--- src/logic/sysctl_pkg.sv ---
// Shared constants and types for the peripheral bus bridge and system block
package sysctl_pkg;
	// Register addresses, word aligned; address bit 0 is never decoded
	localparam logic [15:0] CTRL_ADDR     = 16'h7018;
	localparam logic [15:0] STAT_ADDR     = 16'h701A;
	localparam logic [15:0] VEC_ADDR      = 16'h701E;
	localparam logic [15:0] SYS_BASE      = 16'h7010;
	localparam logic [15:0] SYS_MASK      = 16'hFFF0;
	localparam logic [15:0] PER_BASE      = 16'h7000;
	localparam logic [15:0] PER_MASK      = 16'hF000;
	localparam logic [15:0] EV_BASE       = 16'h7400;
	localparam logic [15:0] EV_MASK       = 16'hFFC0;
	// Control register fields
	localparam int          SRST_HI_BIT   = 15;
	localparam int          SRST_LO_BIT   = 14;
	localparam int          CKSEL_HI_BIT  = 7;
	localparam int          CKSEL_LO_BIT  = 6;
	localparam logic [1:0]  SRST_RESET    = 2'h1;
	localparam logic [1:0]  SRST_NOP      = 2'h1;
	localparam logic [1:0]  CKSEL_POR     = 2'h3;
	// Status register fields
	localparam int          ST_POR_BIT    = 15;
	localparam int          ST_BAD_BIT    = 12;
	localparam int          ST_SW_BIT     = 10;
	localparam int          ST_WD_BIT     = 9;
	localparam int          ST_HPO_BIT    = 5;
	localparam int          ST_AF_BIT     = 3;
	localparam int          ST_VEC_BIT    = 0;
	// Clock output sources
	localparam logic [1:0]  CKO_GPIO      = 2'h0;
	localparam logic [1:0]  CKO_WDOG      = 2'h1;
	localparam logic [1:0]  CKO_PER       = 2'h2;
	localparam logic [1:0]  CKO_CORE      = 2'h3;
	// Core cycles per peripheral clock, and zero-wait internal latencies
	localparam logic [3:0]  PER_N2        = 4'h2;
	localparam logic [3:0]  PER_N4        = 4'h4;
	localparam logic [3:0]  INT_RD_CYC    = 4'h1;
	localparam logic [3:0]  INT_WR_CYC    = 4'h2;
	localparam logic [3:0]  LAT_ONE       = 4'h1;
	localparam logic [15:0] WORD_ZERO     = 16'h0000;
	localparam logic [7:0]  BYTE_ZERO     = 8'h00;

	typedef enum logic [1:0] {K_PER, K_SYS, K_EV, K_IO} acc_kind_t;
	typedef enum logic {ST_IDLE, ST_BUSY} bridge_st_t;
endpackage

--- src/logic/periph_clk_gen.sv ---
// Peripheral clock phase generator derived from the core clock
`timescale 1ns/1ps
module periph_clk_gen
	import sysctl_pkg::*;
(
	input  wire logic       clk_sys_in,
	input  wire logic       resetn_in,
	input  wire logic       ratio4_in,
	output logic      [1:0] phase_out,
	output logic            per_clk_out
);
	logic [1:0] phase_r;
	logic [1:0] phase_nxt;
	logic       clk_r;
	logic       clk_nxt;
	logic [3:0] n_cyc;

	// Phase wraps at the ratio; clock is high in the first half period
	always_comb begin
		n_cyc = ratio4_in ? PER_N4 : PER_N2;
		if ({2'h0, phase_r} >= n_cyc - LAT_ONE)
			phase_nxt = 2'h0;
		else
			phase_nxt = phase_r + 2'h1;
		clk_nxt = ({2'h0, phase_nxt} < (n_cyc >> 1));
	end

	// Registers only
	always_ff @(posedge clk_sys_in or negedge resetn_in) begin
		if (!resetn_in) begin
			phase_r <= 2'h0;
			clk_r   <= 1'b1;
		end else begin
			phase_r <= phase_nxt;
			clk_r   <= clk_nxt;
		end
	end

	assign phase_out   = phase_r;
	assign per_clk_out = clk_r;
endmodule

--- src/logic/clock_out_mux.sv ---
// Source selector for the clock output pin
`timescale 1ns/1ps
module clock_out_mux
	import sysctl_pkg::*;
(
	input  wire logic [1:0] sel_in,
	input  wire logic       gpio_level_in,
	input  wire logic       wd_clk_in,
	input  wire logic       per_clk_in,
	input  wire logic       core_clk_in,
	output logic            pin_out
);
	// Plain mux; a glitch at a select change is accepted, software sets it
	// once at boot
	always_comb begin
		case (sel_in)
			CKO_GPIO: pin_out = gpio_level_in;
			CKO_WDOG: pin_out = wd_clk_in;
			CKO_PER:  pin_out = per_clk_in;
			CKO_CORE: pin_out = core_clk_in;
			default:  pin_out = gpio_level_in;
		endcase
	end
endmodule

--- src/logic/periph_bus_bridge.sv ---
// Core to peripheral bus bridge with the system configuration registers
//
// Behaviour
// - Core runs at two or four times peripheral
// - 2x: read 3-4, write 4-5, back-to-back 4
// - 4x: read 5 to 8, write 6 to 9
// - 4x back-to-back accesses take eight cycles
// - Isolated write takes one cycle more than read
// - Event unit sits on core bus directly
// - 16-bit transfers, byte reads in low lane
// - Byte writes drop the upper eight bits
// - I/O space reaches no peripheral
// - Address bit 0 ignored in decoding
// - Unimplemented system bits read zero
// - Control 7018, status 701A, vector 701E
// - Reset bits written together; 01 does nothing
// - Reset gives 0/1; clock select on power-on
// - Clock select picks pin source
// - Control bits 13-8, 5-0 ignore writes
// - Soft reset sets status bit 10
// - Vector pending set on latch, cleared on read
// - Vector upper byte reads zero
`timescale 1ns/1ps
module periph_bus_bridge
	import sysctl_pkg::*;
(
	input  wire logic        clk_sys_in,
	input  wire logic        resetn_in,
	input  wire logic        por_resetn_in,
	input  wire logic        ratio4_in,
	input  wire logic        cpu_req_in,
	input  wire logic        cpu_wr_in,
	input  wire logic        cpu_io_in,
	input  wire logic [15:0] cpu_addr_in,
	input  wire logic [15:0] cpu_wdata_in,
	output logic      [15:0] cpu_rdata_out,
	output logic             cpu_ready_out,
	output logic      [15:0] per_addr_out,
	output logic      [15:0] per_wdata_out,
	output logic             per_rd_out,
	output logic             per_wr_out,
	input  wire logic [15:0] per_rdata_in,
	input  wire logic        per_byte_in,
	output logic             per_clk_out,
	output logic             ev_sel_out,
	output logic             ev_wr_out,
	input  wire logic [15:0] ev_rdata_in,
	input  wire logic        vec_latch_in,
	input  wire logic [7:0]  vec_offset_in,
	input  wire logic        wdog_reset_in,
	input  wire logic        bad_addr_in,
	input  wire logic        hpo_level_in,
	input  wire logic        afault_in,
	input  wire logic        gpio_level_in,
	input  wire logic        wd_clk_in,
	output logic             clock_output_pin_out,
	output logic             global_reset_out
);
	bridge_st_t  st_r,     st_nxt;
	acc_kind_t   kind_r,   kind_nxt;
	logic [3:0]  cnt_r,    cnt_nxt;
	logic [3:0]  lat_r,    lat_nxt;
	logic        wr_r,     wr_nxt;
	logic [15:0] addr_r,   addr_nxt;
	logic [15:0] wdata_r,  wdata_nxt;
	logic [15:0] rdata_r,  rdata_nxt;
	logic [1:0]  ph0_r,    ph0_nxt;
	logic        b2b_r,    b2b_nxt;
	logic        done_r;
	logic [1:0]  srst_r,   srst_nxt;
	logic        grst_r,   grst_nxt;
	logic [7:0]  vec_r,    vec_nxt;
	logic        vecp_r,   vecp_nxt;
	logic        hpo_take_r;
	logic [1:0]  cksel_r,  cksel_nxt;
	logic        porf_r,   porf_nxt;
	logic        badf_r,   badf_nxt;
	logic        swf_r,    swf_nxt;
	logic        wdf_r,    wdf_nxt;
	logic        hpof_r,   hpof_nxt;
	logic [1:0]  phase;
	logic        per_clk;
	acc_kind_t   req_kind;
	logic        accept;
	logic        sw_set;
	logic        ctl_wr;
	logic        vec_rd;
	logic [15:0] stat_clr;
	logic [15:0] stat_word;
	logic [1:0]  srst_wr;
	logic [3:0]  n_cyc;
	logic [3:0]  exp_lat;

	// Address bit 0 is dropped before any compare
	function automatic logic reg_is(input logic [15:0] a,
		input logic [15:0] base);
		reg_is = (a[15:1] == base[15:1]);
	endfunction

	// Event unit sits on the core bus, I/O space reaches nothing
	function automatic acc_kind_t kind_of(input logic io,
		input logic [15:0] a);
		if (io)
			kind_of = K_IO;
		else if ((a & SYS_MASK) == SYS_BASE)
			kind_of = K_SYS;
		else if ((a & EV_MASK) == EV_BASE)
			kind_of = K_EV;
		else
			kind_of = K_PER;
	endfunction

	// Peripheral latency: align to next peripheral edge, one period, one
	// return cycle, one more for a write; a chained access takes two periods
	function automatic logic [3:0] per_lat(input logic [3:0] n,
		input logic [1:0] ph, input logic wr, input logic b2b);
		if (b2b)
			per_lat = n << 1;
		else
			per_lat = (n - LAT_ONE - {2'h0, ph}) + n + LAT_ONE
				+ {3'h0, wr};
	endfunction

	periph_clk_gen u_clk_gen (
		.clk_sys_in  (clk_sys_in),
		.resetn_in   (resetn_in),
		.ratio4_in   (ratio4_in),
		.phase_out   (phase),
		.per_clk_out (per_clk)
	);

	clock_out_mux u_clk_mux (
		.sel_in        (cksel_r),
		.gpio_level_in (gpio_level_in),
		.wd_clk_in     (wd_clk_in),
		.per_clk_in    (per_clk),
		.core_clk_in   (clk_sys_in),
		.pin_out       (clock_output_pin_out)
	);

	assign n_cyc    = ratio4_in ? PER_N4 : PER_N2;
	assign req_kind = kind_of(cpu_io_in, cpu_addr_in);
	assign accept   = (st_r == ST_IDLE) && cpu_req_in;
	assign srst_wr  = {cpu_wdata_in[SRST_HI_BIT], cpu_wdata_in[SRST_LO_BIT]};

	// Unimplemented bits read as zero rather than floating
	always_comb begin
		stat_word              = WORD_ZERO;
		stat_word[ST_POR_BIT]  = porf_r;
		stat_word[ST_BAD_BIT]  = badf_r;
		stat_word[ST_SW_BIT]   = swf_r;
		stat_word[ST_WD_BIT]   = wdf_r;
		stat_word[ST_HPO_BIT]  = hpof_r;
		stat_word[ST_AF_BIT]   = afault_in;
		stat_word[ST_VEC_BIT]  = vecp_r;
	end

	// Bridge sequencer and core-domain system state
	always_comb begin
		st_nxt    = st_r;
		kind_nxt  = kind_r;
		cnt_nxt   = cnt_r;
		lat_nxt   = lat_r;
		wr_nxt    = wr_r;
		addr_nxt  = addr_r;
		wdata_nxt = wdata_r;
		rdata_nxt = rdata_r;
		ph0_nxt   = ph0_r;
		b2b_nxt   = b2b_r;
		srst_nxt  = srst_r;
		grst_nxt  = 1'b0;
		sw_set    = 1'b0;
		ctl_wr    = 1'b0;
		vec_rd    = 1'b0;
		stat_clr  = WORD_ZERO;
		vec_nxt   = vec_latch_in ? vec_offset_in : vec_r;
		case (st_r)
			ST_IDLE: begin
				if (cpu_req_in) begin
					st_nxt    = ST_BUSY;
					kind_nxt  = req_kind;
					wr_nxt    = cpu_wr_in;
					addr_nxt  = {cpu_addr_in[15:1], 1'b0};
					wdata_nxt = cpu_wdata_in;
					ph0_nxt   = phase;
					b2b_nxt   = done_r;
					lat_nxt   = LAT_ONE;
					rdata_nxt = WORD_ZERO;
					if (req_kind == K_PER)
						cnt_nxt = per_lat(n_cyc, phase, cpu_wr_in, done_r)
							- LAT_ONE;
					else
						cnt_nxt = (cpu_wr_in ? INT_WR_CYC : INT_RD_CYC)
							- LAT_ONE;
					// Internal reads are captured at once: zero wait state
					if (!cpu_wr_in && req_kind == K_EV)
						rdata_nxt = ev_rdata_in;
					if (!cpu_wr_in && req_kind == K_SYS) begin
						if (reg_is(cpu_addr_in, CTRL_ADDR))
							rdata_nxt = {srst_r, 6'h00, cksel_r, 6'h00};
						else if (reg_is(cpu_addr_in, STAT_ADDR))
							rdata_nxt = stat_word;
						else if (reg_is(cpu_addr_in, VEC_ADDR)) begin
							rdata_nxt = {BYTE_ZERO, vec_r};
							vec_rd    = 1'b1;
						end
					end
					if (cpu_wr_in && req_kind == K_SYS) begin
						// Reserved offsets decode to nothing
						if (reg_is(cpu_addr_in, CTRL_ADDR)) begin
							ctl_wr   = 1'b1;
							srst_nxt = srst_wr;
							// Every pair but 01 fires a global reset
							if (srst_wr != SRST_NOP) begin
								grst_nxt = 1'b1;
								sw_set   = 1'b1;
								srst_nxt = SRST_RESET;
							end
						end else if (reg_is(cpu_addr_in, STAT_ADDR))
							stat_clr = cpu_wdata_in;
					end
				end
			end
			ST_BUSY: begin
				lat_nxt = lat_r + LAT_ONE;
				// Core waits; read data taken on the edge that raises ready, one before the closing edge
				if (cnt_r != 4'h0)
					cnt_nxt = cnt_r - LAT_ONE;
				else
					st_nxt = ST_IDLE;
				if (kind_r == K_PER && !wr_r && cnt_r == LAT_ONE) begin
					if (per_byte_in)
						rdata_nxt = {BYTE_ZERO, per_rdata_in[7:0]};
					else
						rdata_nxt = per_rdata_in;
				end
			end
			default: st_nxt = ST_IDLE;
		endcase
		// Latch wins over a read-clear in the same cycle
		if (vec_latch_in)
			vecp_nxt = 1'b1;
		else if (vec_rd)
			vecp_nxt = 1'b0;
		else
			vecp_nxt = vecp_r;
	end

	// Core-domain registers under ordinary reset
	always_ff @(posedge clk_sys_in or negedge resetn_in) begin
		if (!resetn_in) begin
			st_r       <= ST_IDLE;
			kind_r     <= K_PER;
			cnt_r      <= 4'h0;
			lat_r      <= 4'h0;
			wr_r       <= 1'b0;
			addr_r     <= 16'h0000;
			wdata_r    <= 16'h0000;
			rdata_r    <= 16'h0000;
			ph0_r      <= 2'h0;
			b2b_r      <= 1'b0;
			done_r     <= 1'b0;
			srst_r     <= SRST_RESET;
			grst_r     <= 1'b0;
			vec_r      <= 8'h00;
			vecp_r     <= 1'b0;
			hpo_take_r <= 1'b1;
		end else begin
			st_r       <= st_nxt;
			kind_r     <= kind_nxt;
			cnt_r      <= cnt_nxt;
			lat_r      <= lat_nxt;
			wr_r       <= wr_nxt;
			addr_r     <= addr_nxt;
			wdata_r    <= wdata_nxt;
			rdata_r    <= rdata_nxt;
			ph0_r      <= ph0_nxt;
			b2b_r      <= b2b_nxt;
			done_r     <= cpu_ready_out;
			srst_r     <= srst_nxt;
			grst_r     <= grst_nxt;
			vec_r      <= vec_nxt;
			vecp_r     <= vecp_nxt;
			hpo_take_r <= 1'b0;
		end
	end

	// Cause flags survive ordinary reset; hardware set wins over clear
	always_comb begin
		cksel_nxt = cksel_r;
		if (ctl_wr)
			cksel_nxt = {cpu_wdata_in[CKSEL_HI_BIT],
				cpu_wdata_in[CKSEL_LO_BIT]};
		porf_nxt = porf_r & ~stat_clr[ST_POR_BIT];
		badf_nxt = bad_addr_in | (badf_r & ~stat_clr[ST_BAD_BIT]);
		swf_nxt  = sw_set | (swf_r & ~stat_clr[ST_SW_BIT]);
		wdf_nxt  = wdog_reset_in | (wdf_r & ~stat_clr[ST_WD_BIT]);
		// Override level caught once after reset release, drops with pin
		hpof_nxt = hpo_level_in & (hpo_take_r
			| (hpof_r & ~stat_clr[ST_HPO_BIT]));
	end

	// Power-on domain: select field comes up as core clock output
	always_ff @(posedge clk_sys_in or negedge por_resetn_in) begin
		if (!por_resetn_in) begin
			cksel_r <= CKSEL_POR;
			porf_r  <= 1'b1;
			badf_r  <= 1'b0;
			swf_r   <= 1'b0;
			wdf_r   <= 1'b0;
			hpof_r  <= 1'b0;
		end else begin
			cksel_r <= cksel_nxt;
			porf_r  <= porf_nxt;
			badf_r  <= badf_nxt;
			swf_r   <= swf_nxt;
			wdf_r   <= wdf_nxt;
			hpof_r  <= hpof_nxt;
		end
	end

	// Bus outputs; upper lane zeroed for byte-wide peripherals
	assign cpu_ready_out    = (st_r == ST_BUSY) && (cnt_r == 4'h0);
	assign cpu_rdata_out    = rdata_r;
	assign per_addr_out     = addr_r;
	assign per_wdata_out    = per_byte_in ? {BYTE_ZERO, wdata_r[7:0]}
		: wdata_r;
	assign per_rd_out       = (st_r == ST_BUSY) && kind_r == K_PER && !wr_r;
	assign per_wr_out       = (st_r == ST_BUSY) && kind_r == K_PER && wr_r;
	assign per_clk_out      = per_clk;
	assign ev_sel_out       = (accept && req_kind == K_EV)
		|| (st_r == ST_BUSY && kind_r == K_EV);
	assign ev_wr_out        = ev_sel_out && (accept ? cpu_wr_in : wr_r);
	assign global_reset_out = grst_r;

	// Expected single-access latency from the start phase, worked out apart
	// from the counter load so that a slip there is caught
	assign exp_lat = (n_cyc << 1) - {2'h0, ph0_r} + {3'h0, wr_r};
endmodule

--- config.mk ---
export PLATFORM = sky130hd
export DESIGN_NAME = periph_bus_bridge
export DESIGN_NICKNAME = d
export VERILOG_FILES = /design/src/logic/sysctl_pkg.sv /design/src/logic/periph_clk_gen.sv /design/src/logic/clock_out_mux.sv /design/src/logic/periph_bus_bridge.sv
export SDC_FILE = /design/constraint.sdc
export NUM_CORES = 1
export LEC_CHECK = 0
export BUFFER_PORTS_ARGS = -buffer_cell sky130_fd_sc_hd__buf_2
export CORE_MARGIN = 3
export CORE_UTILIZATION = 31
export CTS_CLUSTER_DIAMETER = 30
export DETAILED_ROUTE_END_ITERATION = 10
export GPL_ROUTABILITY_DRIVEN = 0
export PLACE_DENSITY = 0.58
export RECOVER_POWER = 25
export SYNTH_ARGS = -nofsm -noshare
export SYNTH_HDL_FRONTEND = slang
export SYNTH_SLANG_ARGS = --single-unit
--- constraint.sdc ---
create_clock -name clk_sys_in -period 3 [get_ports clk_sys_in]
set_input_delay 0.15 -clock clk_sys_in [delete_from_list [all_inputs] [get_ports clk_sys_in]]
set_output_delay 0.15 -clock clk_sys_in [all_outputs]
set_load 0.02 [all_outputs]
======== Word-level counts from Yosys, hierarchy flattened ========
Index checks and enable logic that the tools add are counted.
word-level totals
  flip-flop bits (word level) ............. 79
  bits of input ports ..................... 87
  output and inout port bits .............. 56
  word-level logic and storage cells ...... 142
cells by class
  $add $sub $neg .......................... 9
  order comparisons ....................... 2
  eq/ne operators ......................... 16
  multiplexer cells ....................... 52
  bitwise gates (word level) .............. 16
  reductions and logical operators ........ 26
operators by type and width
  operator                number
  $mux W16                14
  $eq A15 B14 Y1 const B  3
  $pmux W16 S2            1
  $mux W4                 7
  $mux W1                 20
  $logic_and A1 B1 Y1     13
  $eq A12 B11 Y1 const B  1
  $mux W2                 6
  $eq A10 B9 Y1 const B   1
  $eq A2 B2 Y1 const B    4
  $pmux W4 S2             1
  $sub A4 B1 Y4 const B   2
  $and A1 B1 Y1           6
  $logic_not A2 Y1        3
  $ne A2 B1 Y1 const B    3
  $not A1 Y1              6
  $reduce_and A2 Y1       3
  $add A4 B1 Y4           1
  $add A4 B1 Y4 const B   1
  $add A4 B3 Y4           1
  $eq A2 B1 Y1 const B    2
  $eq A4 B1 Y1 const B    1
  $ge A2 B4 Y1            1
  $logic_not A4 Y1        1
  other kinds (15)        19

======== Logic depth before layout (Yosys ltp) ========
Gate-level depths: netlist (run 1).
  depth after elaboration ................. 14
  mapped depth ............................ 11

======== By module ========
Synthesis (run 1) repeated with hierarchy kept, for this count alone.
unflattened totals
  cell total of the unflattened synthesis .. 400
  area, all modules ....................... 3871.2 um^2
by module, submodules not included
  module             times used  cells an instance  area an instance (um^2)
  periph_bus_bridge  1           388                3704.8
  periph_clk_gen     1           11                 143.9
  clock_out_mux      1           1                  22.5

==> results.md, run 1 <==
- The run finished, with violations left.
- The final reports fail on capacitance limit, slew limit.
- The multi-input combinational cells in the finished layout cover a total of 1820 µm².
- For the worst-skew pair, the clock arrives at the later sink with an insertion delay of 450 ps.
- Summing all flip-flop and latch instances after layout gives 1980 µm².
- The static leakage power is 2.83 nW.
- The clock tree from TritonCTS is yes.
- 0 antenna diodes ended up in the layout.
- The classification of the worst-slack hold path is in -> reg.
- The final-layout setup total negative slack is 0 ps.
- Setup violations remaining at the end of the flow were counted as 0.
- The cell taking the most area after synthesis is dfrtp_1.
- The smallest setup slack after layout is 340 ps.
- In this run the remaining antenna-violating nets after routing total 0.
- The die boundary width is 120 µm.
- Sequential cells were found to cover 49.6% of the synthesized design area.
- The count of flip-flops with a built-in enable after synthesis is 0.
- The most used flip-flop cell after synthesis is dfrtp_1.
- Entering global routing, the biggest net connects 73 pins.
- The arrival time of data at the critical path endpoint is 2510 ps.
- During placement, the flow inserted port buffers numbering 140.
- The synthesized area divided by synthesized cell count is 9.34 µm².
- Fill cells in the final layout number 1200.
- The start of the worst register-to-register path is u_clk_gen.phase_out[0]$_DFF_PN0_.
- The worst clock skew is 7.29 ps.
- The area growth from synthesis to layout is 45.5%.
- The most common library cell in the layout ignoring fill and taps is buf_2.
- Across all register-to-register paths, the minimum setup slack is 460 ps.
- The aggregate routed wire length is 12400 µm.
- Summing all non-filler instances in the final layout gives an area of 5820 µm².
- The number of DRC violations after detailed-routing iteration 0 is 184.
- The number of hold violations in the final report is 0.
- The initial standard-cell utilization of the core is 32.5%.
- STA classifies the critical path startpoint as an input pin.
- In this run the critical register-to-register path is captured at cnt_r[2]$_DFFE_PN0P_.
- In this run the power density over the cells is 882 nW/µm².
- The net count reported at finish is 722.
- Across all layers, the routed design uses 3777 vias.
- The final max-slew violation count is 73.
- The die span in y is 120 µm.
- By area the synthesized netlist is led by dfrtp_1 46%, nand2_1 10%, dfstp_2 3.9%.
- The tightest slew margin relative to the limit is -23.8%.
- Leaving out fill and tap cells, the most frequent cells in the layout are 117 x buf_2, 108 x nand2_1, 73 x dfrtp_1.
- The startpoint identified for the worst hold timing path is ev_rdata_in[0].
- The average wire length per cell after detail routing is 15.5 µm.
- The number of unique standard cell types used by synthesis is 50.
- The die outline area is 14300 µm².
- The global-route usage over all layers is 17.8%.
- The post-synthesis cell count is 428.
- The async set-or-reset flop fraction in the synthesized netlist is 100%.
- For the pin with the worst max-slew slack, the measured transition is 1860 ps.
- The cell area after placement is 4840 µm².
- For the worst setup path, the data required time is 2850 ps.
- The top fanout value on the critical path is 4.
- The fraction of post-synthesis cell area in the top cell type by area is 45.7%.
- The final clock period utilization by the worst path is 88.7%.
- Setup repair after global routing left no endpoint under its margin.
- For this design the top-level I/O count stands at 143.
- Counting instances, the worst hold path has a depth of 3.
- The number of search-and-repair iterations in the first detailed-routing pass is 4.
- The DRC violations left is 0.
- The sum of overflow across all layers after global routing is 0.
- After synthesis the cells add up to 4000 µm².
- The worst setup path is of the in -> out kind.
- The top achievable clock speed is 0.376 GHz.
- The fraction of layout cells with a size suffix above 1 is 27.8%.
- For the worst flop-to-flop path, the logic depth is 10.
- The clock period minus worst slack is 2660 ps.
- After synthesis the netlist holds a flip-flop and latch count of 79.
- The Yosys step of the flow raised 0 warnings.
- The tool flagged a number of max-cap violations equal to 1.
- The total area inside the core boundary comes to 12300 µm².
- After legalization and detailed placement, the total HPWL measured 8550 µm.
- The via count of the first global-routing pass is 4053.
- The initial antenna violation count is 0.
- Clock-pin slew was measured on the worst setup and hold paths at 60 ps.
- For this run, the number of standard cells in the final layout without fillers is 795.
- Timing analysis after detailed placement gives a worst setup slack of 446 ps.
- The worst vdd rail ir drop is 668 µV.
- The total setup buffers inserted after CTS is 0.
- The kind of end point of the critical path is an output pin.
- The floorplan has 40 rows.
- The worst hold path terminates at cpu_rdata_out[0]$_DFFE_PN0P_.
- The cell total after placement is 717.
- The first global-routing pass estimated 20100 µm of wire.
- After detailed routing, the number of vias per cell comes to 4.75.
sequential cells by signal (all words and copies together), names as in the netlist, 2 cells and up:
register and flops:
srst_r 2, wdata_r 16, vec_r 8, u_clk_gen.phase_out 2, cksel_r 2, per_addr_out 15, cpu_rdata_out 16, cnt_r 4
kind_r 2
what timing repair did:
item | in CTS | in global routing
hold endpoints to repair | 132 | 0
resized for setup | 0 | 0
hold buffers | 59 | 0
synthesized netlist by cell type, types with 6 or more instances:
cell type    n
a21oi_1     30
a221oi_1    14
buf_4        9
clkbuf_1    14
dfrtp_1     73
dfstp_2      6
ha_1        12
inv_1       17
mux2_2      10
nand2_1    108
nand2b_1     9
nor2_1      28
nor2b_1     14
nor3_1       6
o21ai_0     14
layer usage:
layer / wire [µm] / track usage [%] / part of all wire (%)
met1: 5500 / 21.6 / 45
met2: 5950 / 30.6 / 48
met3: 758 / 5.70 / 6.1
met4: 148 / 4.37 / 1.2
met5: 0 / 0 / 0
power by group:
part	internal (W)	switching [W]
Combinational	0.000748	0.00121
Sequential	0.00146	0.000235
Clock	0.00101	0.000474
Total	0.00321	0.00192
metrics by stage:
step / hold slack (ps) / util [%] / total power, W
global route: 30.6 / 47.3 / 0.00550
detailed placement: -10.8 / 39.3 / 0.00364
global placement: -14.1 / 39.3 / 0.00357
floorplan: -146 / - / 0.00303
finish: 22.7 / 47.3 / 0.00513
CTS: 5.05 / 47.5 / 0.00521
final cells by class:
cell class / count / share of cell area [%]
Timing Repair Buffer: 205 / 22.5
Multi-Input combinational cell: 306 / 31.3
Sequential cell: 79 / 34.1
Tap cell: 168 / 3.61
Clock buffer: 15 / 5.55
Clock inverter: 5 / 1.78
Inverter: 17 / 1.10
cells by family (layout without fill, tap and decap cells):
kind of cell               after synthesis  in the layout  share of synthesized area [%]
adders and majority gates               13             13                           4.26
other                                    1              2                         0.0938
xor gates and xnor gates                 3              3                          0.657
and+or+nand+nor                        201            201                           24.8
muxes                                   14             14                           4.13
DFF                                     79             79                           49.6
buffers and inverters                   44            242                           5.16
AOI/OAI and AO/OA                       73             73                           11.3
worst max-delay path, stage by stage:
cell and delay [ps]:
dlygate4sd3_1 550, buf_2 130, or4_4 570, nor3_1 290
nand2_1 150, o31ai_1 310, and2_1 190, buf_2 160
worst max-delay path by stage:
stage / from / end / slack [ps] / cells after the start
3_5_place_dp: cpu_wr_in / cnt_r[2]$_DFFE_PN0P_ / 450 / 12
2_1_floorplan: u_clk_gen.phase_out[0]$_DFF_PN0_ / cnt_r[1]$_DFFE_PN0P_ / 600 / 10
3_3_place_gp: cpu_wr_in / cnt_r[1]$_DFFE_PN0P_ / 500 / 12
5_1_grt: cpu_addr_in[7] / ev_wr_out / 210 / 8
6_report: cpu_addr_in[7] / ev_wr_out / 340 / 8
4_1_cts: cpu_addr_in[7] / ev_wr_out / 370 / 8
(Power assumes the default switching activity.)
==> run 2, diff against run 1 <==
- CAP_MARGIN: unset -> 20
- SYNTH_HIERARCHICAL: unset -> 1
==> run 2 against run 1 <==
Compared with the run above:
- the flow still finishes with violations (capacitance limit, slew limit)
- combinational power fell by 12%
- non-clock buffer count is 10 lower
- critical path depth stayed put
- cell area decreased by 6.3%
- maximum frequency shrank 4.9%
==> results.md, run 2 <==
- The flow ran to the end, but the final reports show violations.
- The final reports fail on capacitance limit, slew limit.
- Setup repair after global routing left no endpoint under its margin.
- The total setup buffers inserted after CTS is 0 (unchanged).
- The switching share of power is 37.8% (+0.44 points).
- The antenna diode count came to 0 (unchanged).
- By count the netlist is led by 103 x nand2_1, 73 x dfrtp_1, 30 x nor2_1, 16 x o21ai_0, 13 x mux2_2.
- The total length of routed met2 wires is 5540 µm (-7.0%).
- The adder and majority cell fraction of the synthesized area is 2.59% (-1.7 points).
- The met3 routed wirelength is 668 µm (-12%).
- The smallest setup slack after layout came to 202 ps (-137 ps).
- The required time of the critical path is 2850 ps (about the same).
- The number of hold violations in the final report is 0 (unchanged).
- The post-detailed-route via-to-cell ratio is 4.63 (-2.5%).
- The share of the synthesized area in compound gates (AO/OA/AOI/OAI) is 11.1% (-0.18 points).
- The clock period minus worst slack is 2800 ps (+137 ps).
- The number of DRC violations after detailed-routing iteration 0 is 153 (-17%).
- The via count of the first global-routing pass came to 3701 (-8.7%).
- The slew at the pin closest to its max-slew limit is 1820 ps (-35.4 ps).
- The average wire length per cell after detail routing was 15.0 µm (-3.4%).
- The cell repeated most along the worst path is buf_2.
- The number of unique standard cell types used by synthesis is 56 (+12%).
- The initial standard-cell utilization of the core came to 32.0% (-0.52 points).
- The final clock period utilization by the worst path is 93.3% (+4.6 points).
- The power density over the cells is 848 nW/µm² (-3.9%).
- After synthesis, the largest family of logic cells by area is simple AND/OR/NAND/NOR gates.
- The final max-slew violation count is 73 (unchanged).
- The part of the power in the clock network was 25.7% (-3.2 points).
- The net count reported at finish was 679 (-6.0%).
- The warning count from the yosys run was 6 (+6).
- The insertion delay to the later sink of the worst-skew pair is 440 ps (about the same).
- The cell-internal power is 0.00288 W (-11%).
- The met1 routed wirelength after detailed routing was 4940 µm (-10%).
- The arrival time of data at the critical path endpoint is 2650 ps (+140 ps).
- The top fanout value on the critical path is 6 (+2).
- The first-pass GRT wire length is 18500 µm (-8.1%).
- The number of placement rows is 40 (unchanged).
- The die boundary width is 118 µm (-1.5%).
- The async set-or-reset flop fraction in the synthesized netlist is 100% (unchanged).
- The die outline area is 13900 µm² (-3.0%).
- The post-synthesis cell count came to 400 (-6.5%).
- The overall power consumption was 0.00462 W (-9.9%).
- The aggregate routed wire length was 11400 µm (-8.0%).
- The die span in y is 118 µm (-1.5%).
- The core outline area is 12100 µm² (-1.6%).
- The power share of the combinational group is 37.1% (-1.0 points).
- The most frequent cell after synthesis is nand2_1.
- The worst vdd rail ir drop is 389 µV (-42%).
- The clock tree from TritonCTS is yes.
- The signal on the critical path passes through dlygate4sd3_1, buf_2, or4_1, nor3_1, nand2_1, o31ai_1, and2_1, buf_2.
- The most used flip-flop cell after synthesis is dfrtp_1.
- The initial antenna violation count came to 0 (unchanged).
- The number of cells traversed by the worst register-to-register path came to 5 (-5).
- The top achievable clock speed is 0.357 GHz (-4.9%).
- The cell taking the most area after synthesis is dfrtp_1.
- The synthesized-area fraction occupied by xor and xnor cells is 0.905% (+0.25 points).
- The number of input and output port buffers inserted is 140 (unchanged).
- The slowest cell on the critical path is or4_1.
- The kind of end point of the critical path is an output pin.
- The total net switching power came to 0.00175 W (-8.9%).
- The startpoint type of the worst setup path is an input pin.
- The synthesis-to-layout area growth is 40.9%.
- The global-route usage over all layers is 16.9% (-0.82 points).
- The max-capacitance violation count is 1 (unchanged).
- The synthesized area divided by synthesized cell count came to 9.68 µm² (+3.6%).
- The worst-case setup slack after placement is 532 ps (+86.0 ps).
- The number of gates resized after cts is 0 (unchanged).
- The instance count along the most critical hold path was 3 (unchanged).
- The kind of critical path is in -> out.
- The final hold slack is 14.7 ps (-7.93 ps).
- The share of the yosys chip area belonging to registers was 51.3% (+1.6 points).
- The worst clock skew is 3.79 ps (-3.50 ps).
- The HPWL reported at the end of detailed placement is 7940 µm (-7.1%).
- The highest metal layer carrying signal wires in the routed design is met4.
- Leaving out fill and tap cells, the most frequent cells in the layout are 104 x buf_2, 102 x nand2_1, 73 x dfrtp_1.
- The fraction of post-synthesis cell area in the top cell type by area is 47.2% (+1.5 points).
- The static leakage power is 2.58 nW (-8.7%).
- The tightest slew margin relative to the limit is -21.4% (+2.4 points).
- The DRC violations left came to 0 (unchanged).
- The post-synthesis register bit count is 79 (unchanged).
- The number of failing setup endpoints in the final timing report is 0 (unchanged).
- The sequential cell fraction of total power is 37.2% (+4.3 points).
- The cell total after placement came to 689 (-3.9%).
- The clock slew seen by the registers of the worst setup and hold paths is 60 ps (about the same).
- The final-layout setup total negative slack is 0 ps (unchanged).
- The count of flip-flops with a built-in enable after synthesis is 0 (unchanged).
- The simple-gate area share of the yosys netlist came to 23.5% (-1.3 points).
- The final cell count without fillers is 757 (-4.8%).
- The post-synthesis instance area was 3870 µm² (-3.2%).
- The fraction of layout cells with a size suffix above 1 is 27.0% (-0.76 points).
- The longest individual stage delay on the worst path is 660 ps (+90 ps).
- The boundary pin count is 143 (unchanged).
- The most common library cell in the layout ignoring fill and taps is buf_2.
- The number of search-and-repair iterations in the first detailed-routing pass came to 4 (unchanged).
- The worst hold path belongs to the class in -> reg.
- The number of buffers inserted by hold repair at cts was 49 (-17%).
- Yosys attributes the largest share of cell area to dfrtp_1 47%, nand2_1 10%, dfstp_2 4.1%.
- The sum of overflow across all layers after global routing came to 0 (unchanged).
- The number of vias after detailed routing is 3506 (-7.2%).
- The multiplexer share of the synthesized area is 4.88% (+0.75 points).
- The remaining antenna violation count after routing is 0 (unchanged).
- The maximum number of pins on one net before global-route repair is 73 (unchanged).
==> run 2: cell count changes after synthesis, moves of 3 or more <==
cell,change
a21oi_1,-19
a221oi_1,-8
a22oi_1,+5
clkbuf_1,-6
ha_1,-4
inv_1,-5
mux2_2,+3
nand2_1,-5
nand2b_1,-4
nand3b_1,+6
nor3b_1,-4
nor4bb_1,-4
==> run 2: worst paths after layout <==
| check | end | slack (ps) | from |
|---|---|---|---|
| max reg2reg | cksel_r[1]$_DFFE_PN1P_ | 800 | st_r$_DFF_PN0_ |
| min | cpu_rdata_out[13]$_DFFE_PN0P_ | 10 | ev_rdata_in[13] |
| min reg2reg | wdata_r[13]$_DFFE_PN0P_ | 470 | wdata_r[13]$_DFFE_PN0P_ |
| max in group asynchronous | cnt_r[2]$_DFFE_PN0P_ | 1180 | resetn_in |
| min in group asynchronous | swf_r$_DFF_PN0_ | 160 | por_resetn_in |
| max | ev_wr_out | 200 | cpu_addr_in[6] |
==> run 2: layer usage <==
layer	global-route usage (%)	vias up
li1	-	1724
met3	4.85	17
met2	29.1	110
met1	19.7	1655
met5	0	-
met4	7.33	0
==> run 2: final cells by class <==
class                   instances  area (µm²)
fillers                      1214        6660
flip-flops and latches         79        1980
multi-input cells             283        1670
repair buffers                195        1190
clock buffers                  18         334
well taps                     168         210
inverters                      12        45.0
clock inverters                 2        10.0
==> run 2: cells by family (layout without fill, tap and decap cells) <==
group	count (synthesis)	after routing
compound gates	64	64
xor+xnor	4	4
fa+ha+maj	8	8
buf+inv	39	227
flops	79	79
mux	16	16
other cells	1	2
simple gates	189	189
==> run 2: metrics by stage <==
step	util [%]	instance area [µm²]
global route	45.0	5450
CTS	45.4	5500
global placement	38.6	4670
floorplan	-	3870
finish	45.0	5450
detailed placement	38.6	4670
==> run 2: worst max-delay path, delay by kind of cell <==
kind | cells | cell delay [ps]
AO/OA/AOI/OAI | 1 | 350
buffers and inverters | 3 | 830
AND/OR/NAND/NOR | 4 | 1320
==> run 2: power groups by stage <==
| stage | registers (W) | clock network [W] | logic, W |
|---|---|---|---|
| finish | 0.00172 | 0.00119 | 0.00172 |
| global route | 0.00177 | 0.00127 | 0.00191 |
| CTS | 0.00171 | 0.00122 | 0.00179 |
| global placement | 0.00171 | 0.00000451 | 0.00169 |
| floorplan | 0.00194 | 0.00000398 | 0.000980 |
| detailed placement | 0.00172 | 0.00000451 | 0.00174 |
==> run 3, diff against run 2 <==
- REMOVE_ABC_BUFFERS: unset -> 1
==> run 3 against run 2 <==
Compared with the run above:
- the flow still finishes with violations (capacitance limit, slew limit)
- global-route usage grew 0.12 points
- clock skew grew 0.97 ps
- highest routed layer unchanged
- setup slack gained 19 ps
- non-clock buffer count shrank 2
- cell count is the same
==> results.md, run 3 (same netlist as run 2, synthesis figures left out) <==
- The DRC violations left was 0 (unchanged).
- The final clock period utilization by the worst path came to 92.6% (-0.65 points).
- The core outline area was 12100 µm² (unchanged).
- Setup repair after global routing left no endpoint under its margin.
- The total setup buffers inserted after CTS is 0 (unchanged).
- The boundary pin count is 143 (unchanged).
- The clock period minus worst slack is 2780 ps (-19.5 ps).
- The first-pass GRT wire length is 18900 µm (+2.6%).
- The net count reported at finish is 677 (-0.29%).
- The checks that failed: capacitance limit, slew limit.
- The final-layout setup total negative slack was 0 ps (unchanged).
- The top fanout value on the critical path is 6 (unchanged).
- The arrival time of data at the critical path endpoint is 2630 ps (-20 ps).
- The initial antenna violation count is 1 (+1).
- The power density over the cells was 885 nW/µm² (+4.5%).
- The kind of critical path is in -> out.
- The die boundary width was 118 µm (unchanged).
- The longest individual stage delay on the worst path is 660 ps (about the same).
- The worst vdd rail ir drop is 552 µV (+42%).
- The number of input and output port buffers inserted was 140 (unchanged).
- The slew at the pin closest to its max-slew limit is 1850 ps (+24.2 ps).
- The number of hold violations in the final report is 0 (unchanged).
- The fraction of layout cells with a size suffix above 1 is 28.8% (+1.8 points).
- The area growth from synthesis to layout is 43.0%.
- The remaining antenna violation count after routing is 0 (unchanged).
- The final max-slew violation count is 73 (unchanged).
- The insertion delay to the later sink of the worst-skew pair was 440 ps (about the same).
- The worst hold path belongs to the class in -> reg.
- The post-detailed-route via-to-cell ratio came to 4.68 (+1.0%).
- Traced cell by cell, the critical path runs through dlygate4sd3_1, buf_2, or4_1, nor3_1, nand2_1, o31ai_1, and2_1, buf_2.
- STA classifies the critical path startpoint as an input pin.
- The overall power consumption is 0.00490 W (+6.0%).
- The number of placement rows is 40 (unchanged).
- The sum of overflow across all layers after global routing came to 0 (unchanged).
- The aggregate routed wire length is 11500 µm (+1.2%).
- The worst clock skew came to 4.76 ps (+0.971 ps).
- The initial standard-cell utilization of the core is 32.0% (unchanged).
- The tightest slew margin relative to the limit is -23.1% (-1.6 points).
- The top achievable clock speed came to 0.360 GHz (+0.70%).
- STA classifies the critical path endpoint as an output pin.
- The max-capacitance violation count came to 1 (unchanged).
- The average wire length per cell after detail routing is 15.2 µm (+1.2%).
- The via count of the first global-routing pass is 3776 (+2.0%).
- The share of the core filled with cells in the final layout is 45.7% (+0.67 points).
- The number of vias after detailed routing is 3541 (+1.0%).
- The maximum number of pins on one net before global-route repair is 73 (unchanged).
- The HPWL reported at the end of detailed placement is 7890 µm (-0.64%).
- The clock tree from TritonCTS is yes.
- The sequential cell area is 1980 µm² (unchanged).
- The number of DRC violations after detailed-routing iteration 0 was 188 (+23%).
- The cell repeated most along the worst path is buf_2.
- The global-route usage over all layers is 17.1% (+0.12 points).
- The most common library cell in the layout ignoring fill and taps is buf_2.
- The die span in y came to 118 µm (unchanged).
- The required time of the critical path is 2850 ps (about the same).
- The number of search-and-repair iterations in the first detailed-routing pass is 4 (unchanged).
- The clock slew seen by the registers of the worst setup and hold paths is 60 ps (about the same).
- The count of fill cells added during filler insertion was 1199 (-1.2%).
- For this design, the slowest cell found on the critical path is or4_1.
- In the layout the commonest cells are 114 x buf_2, 102 x nand2_1, 73 x dfrtp_1.
- The final hold slack is 13.9 ps (-0.817 ps).
- The die outline area is 13900 µm² (unchanged).
- The static leakage power came to 2.64 nW (+2.3%).
- The number of failing setup endpoints in the final timing report is 0 (unchanged).
- The area of the multi-input gates was 1680 µm² (+0.30%).
- The run finished, with violations left.
==> run 3: changes by cell type in the layout (fill, tap and decap cells not counted), sizes merged <==
cell	delta
buf	+9
bufinv	+3
dlygate4sd3	-1
clkinv	-2
diode	+2
clkbuf	-11
==> run 3: path summary, 6_finish.rpt <==
path | start | endpoint | slack, ps | cells past startpoint
setup / recovery | cpu_addr_in[6] | ev_wr_out | 220 | 8
hold / removal | ev_rdata_in[14] | cpu_rdata_out[14]$_DFFE_PN0P_ | 10 | 3
setup reg to reg | u_clk_gen/phase_out[0]$_DFF_PN0_ | cnt_r[2]$_DFFE_PN0P_ | 990 | 7
hold reg to reg | porf_r$_DFF_PN1_ | porf_r$_DFF_PN1_ | 460 | 1
max in group asynchronous | resetn_in | per_addr_out[7]$_DFFE_PN0P_ | 1160 | 2
min in group asynchronous | por_resetn_in | swf_r$_DFF_PN0_ | 160 | 2
==> run 3: stage by stage <==
stage | instance area, µm² | setup slack [ps] | instances
finish | 5530 | 222 | 757
global route | 5530 | 89.4 | 756
CTS | 5560 | 193 | 755
detailed placement | 4670 | 581 | 688
global placement | 4670 | 630 | 688
floorplan | 3700 | 135 | 374
==> run 3: where the power goes <==
group          leakage (nW)  internal (W)  switching (W)  total, W
clock                 0.210       0.00101       0.000450   0.00146
sequential            0.942       0.00147       0.000240   0.00171
combinational          1.49      0.000665        0.00107   0.00173
total                  2.64       0.00314        0.00176   0.00490
==> run 3: timing repair <==
action / in CTS / in global routing
hold endpoints to repair: 125 / 0
hold buffers: 48 / 0
resized for setup: 0 / 0
==> run 3: area by class of cell <==
type	instances	area share, %
well taps	168	3.80
multi-input cells	283	30.3
repair buffers	193	21.5
diodes	2	0.0904
inverters	12	0.814
clock buffers	17	5.97
clock inverters	3	1.63
flip-flops and latches	79	35.9
==> run 3: routing by layer <==
| metal | track usage, % | part of all wire [%] |
|---|---|---|
| met1 | 21.2 | 43 |
| met2 | 27.4 | 47 |
| met4 | 7.11 | 2.6 |
| met5 | 0 | 0 |
| met3 | 5.48 | 6.9 |
==> run 3: worst max-delay path, delay by kind of cell <==
family | cells | cell delay (ps)
buffers and inverters | 3 | 790
and+or+nand+nor | 4 | 1330
AOI/OAI and AO/OA | 1 | 350
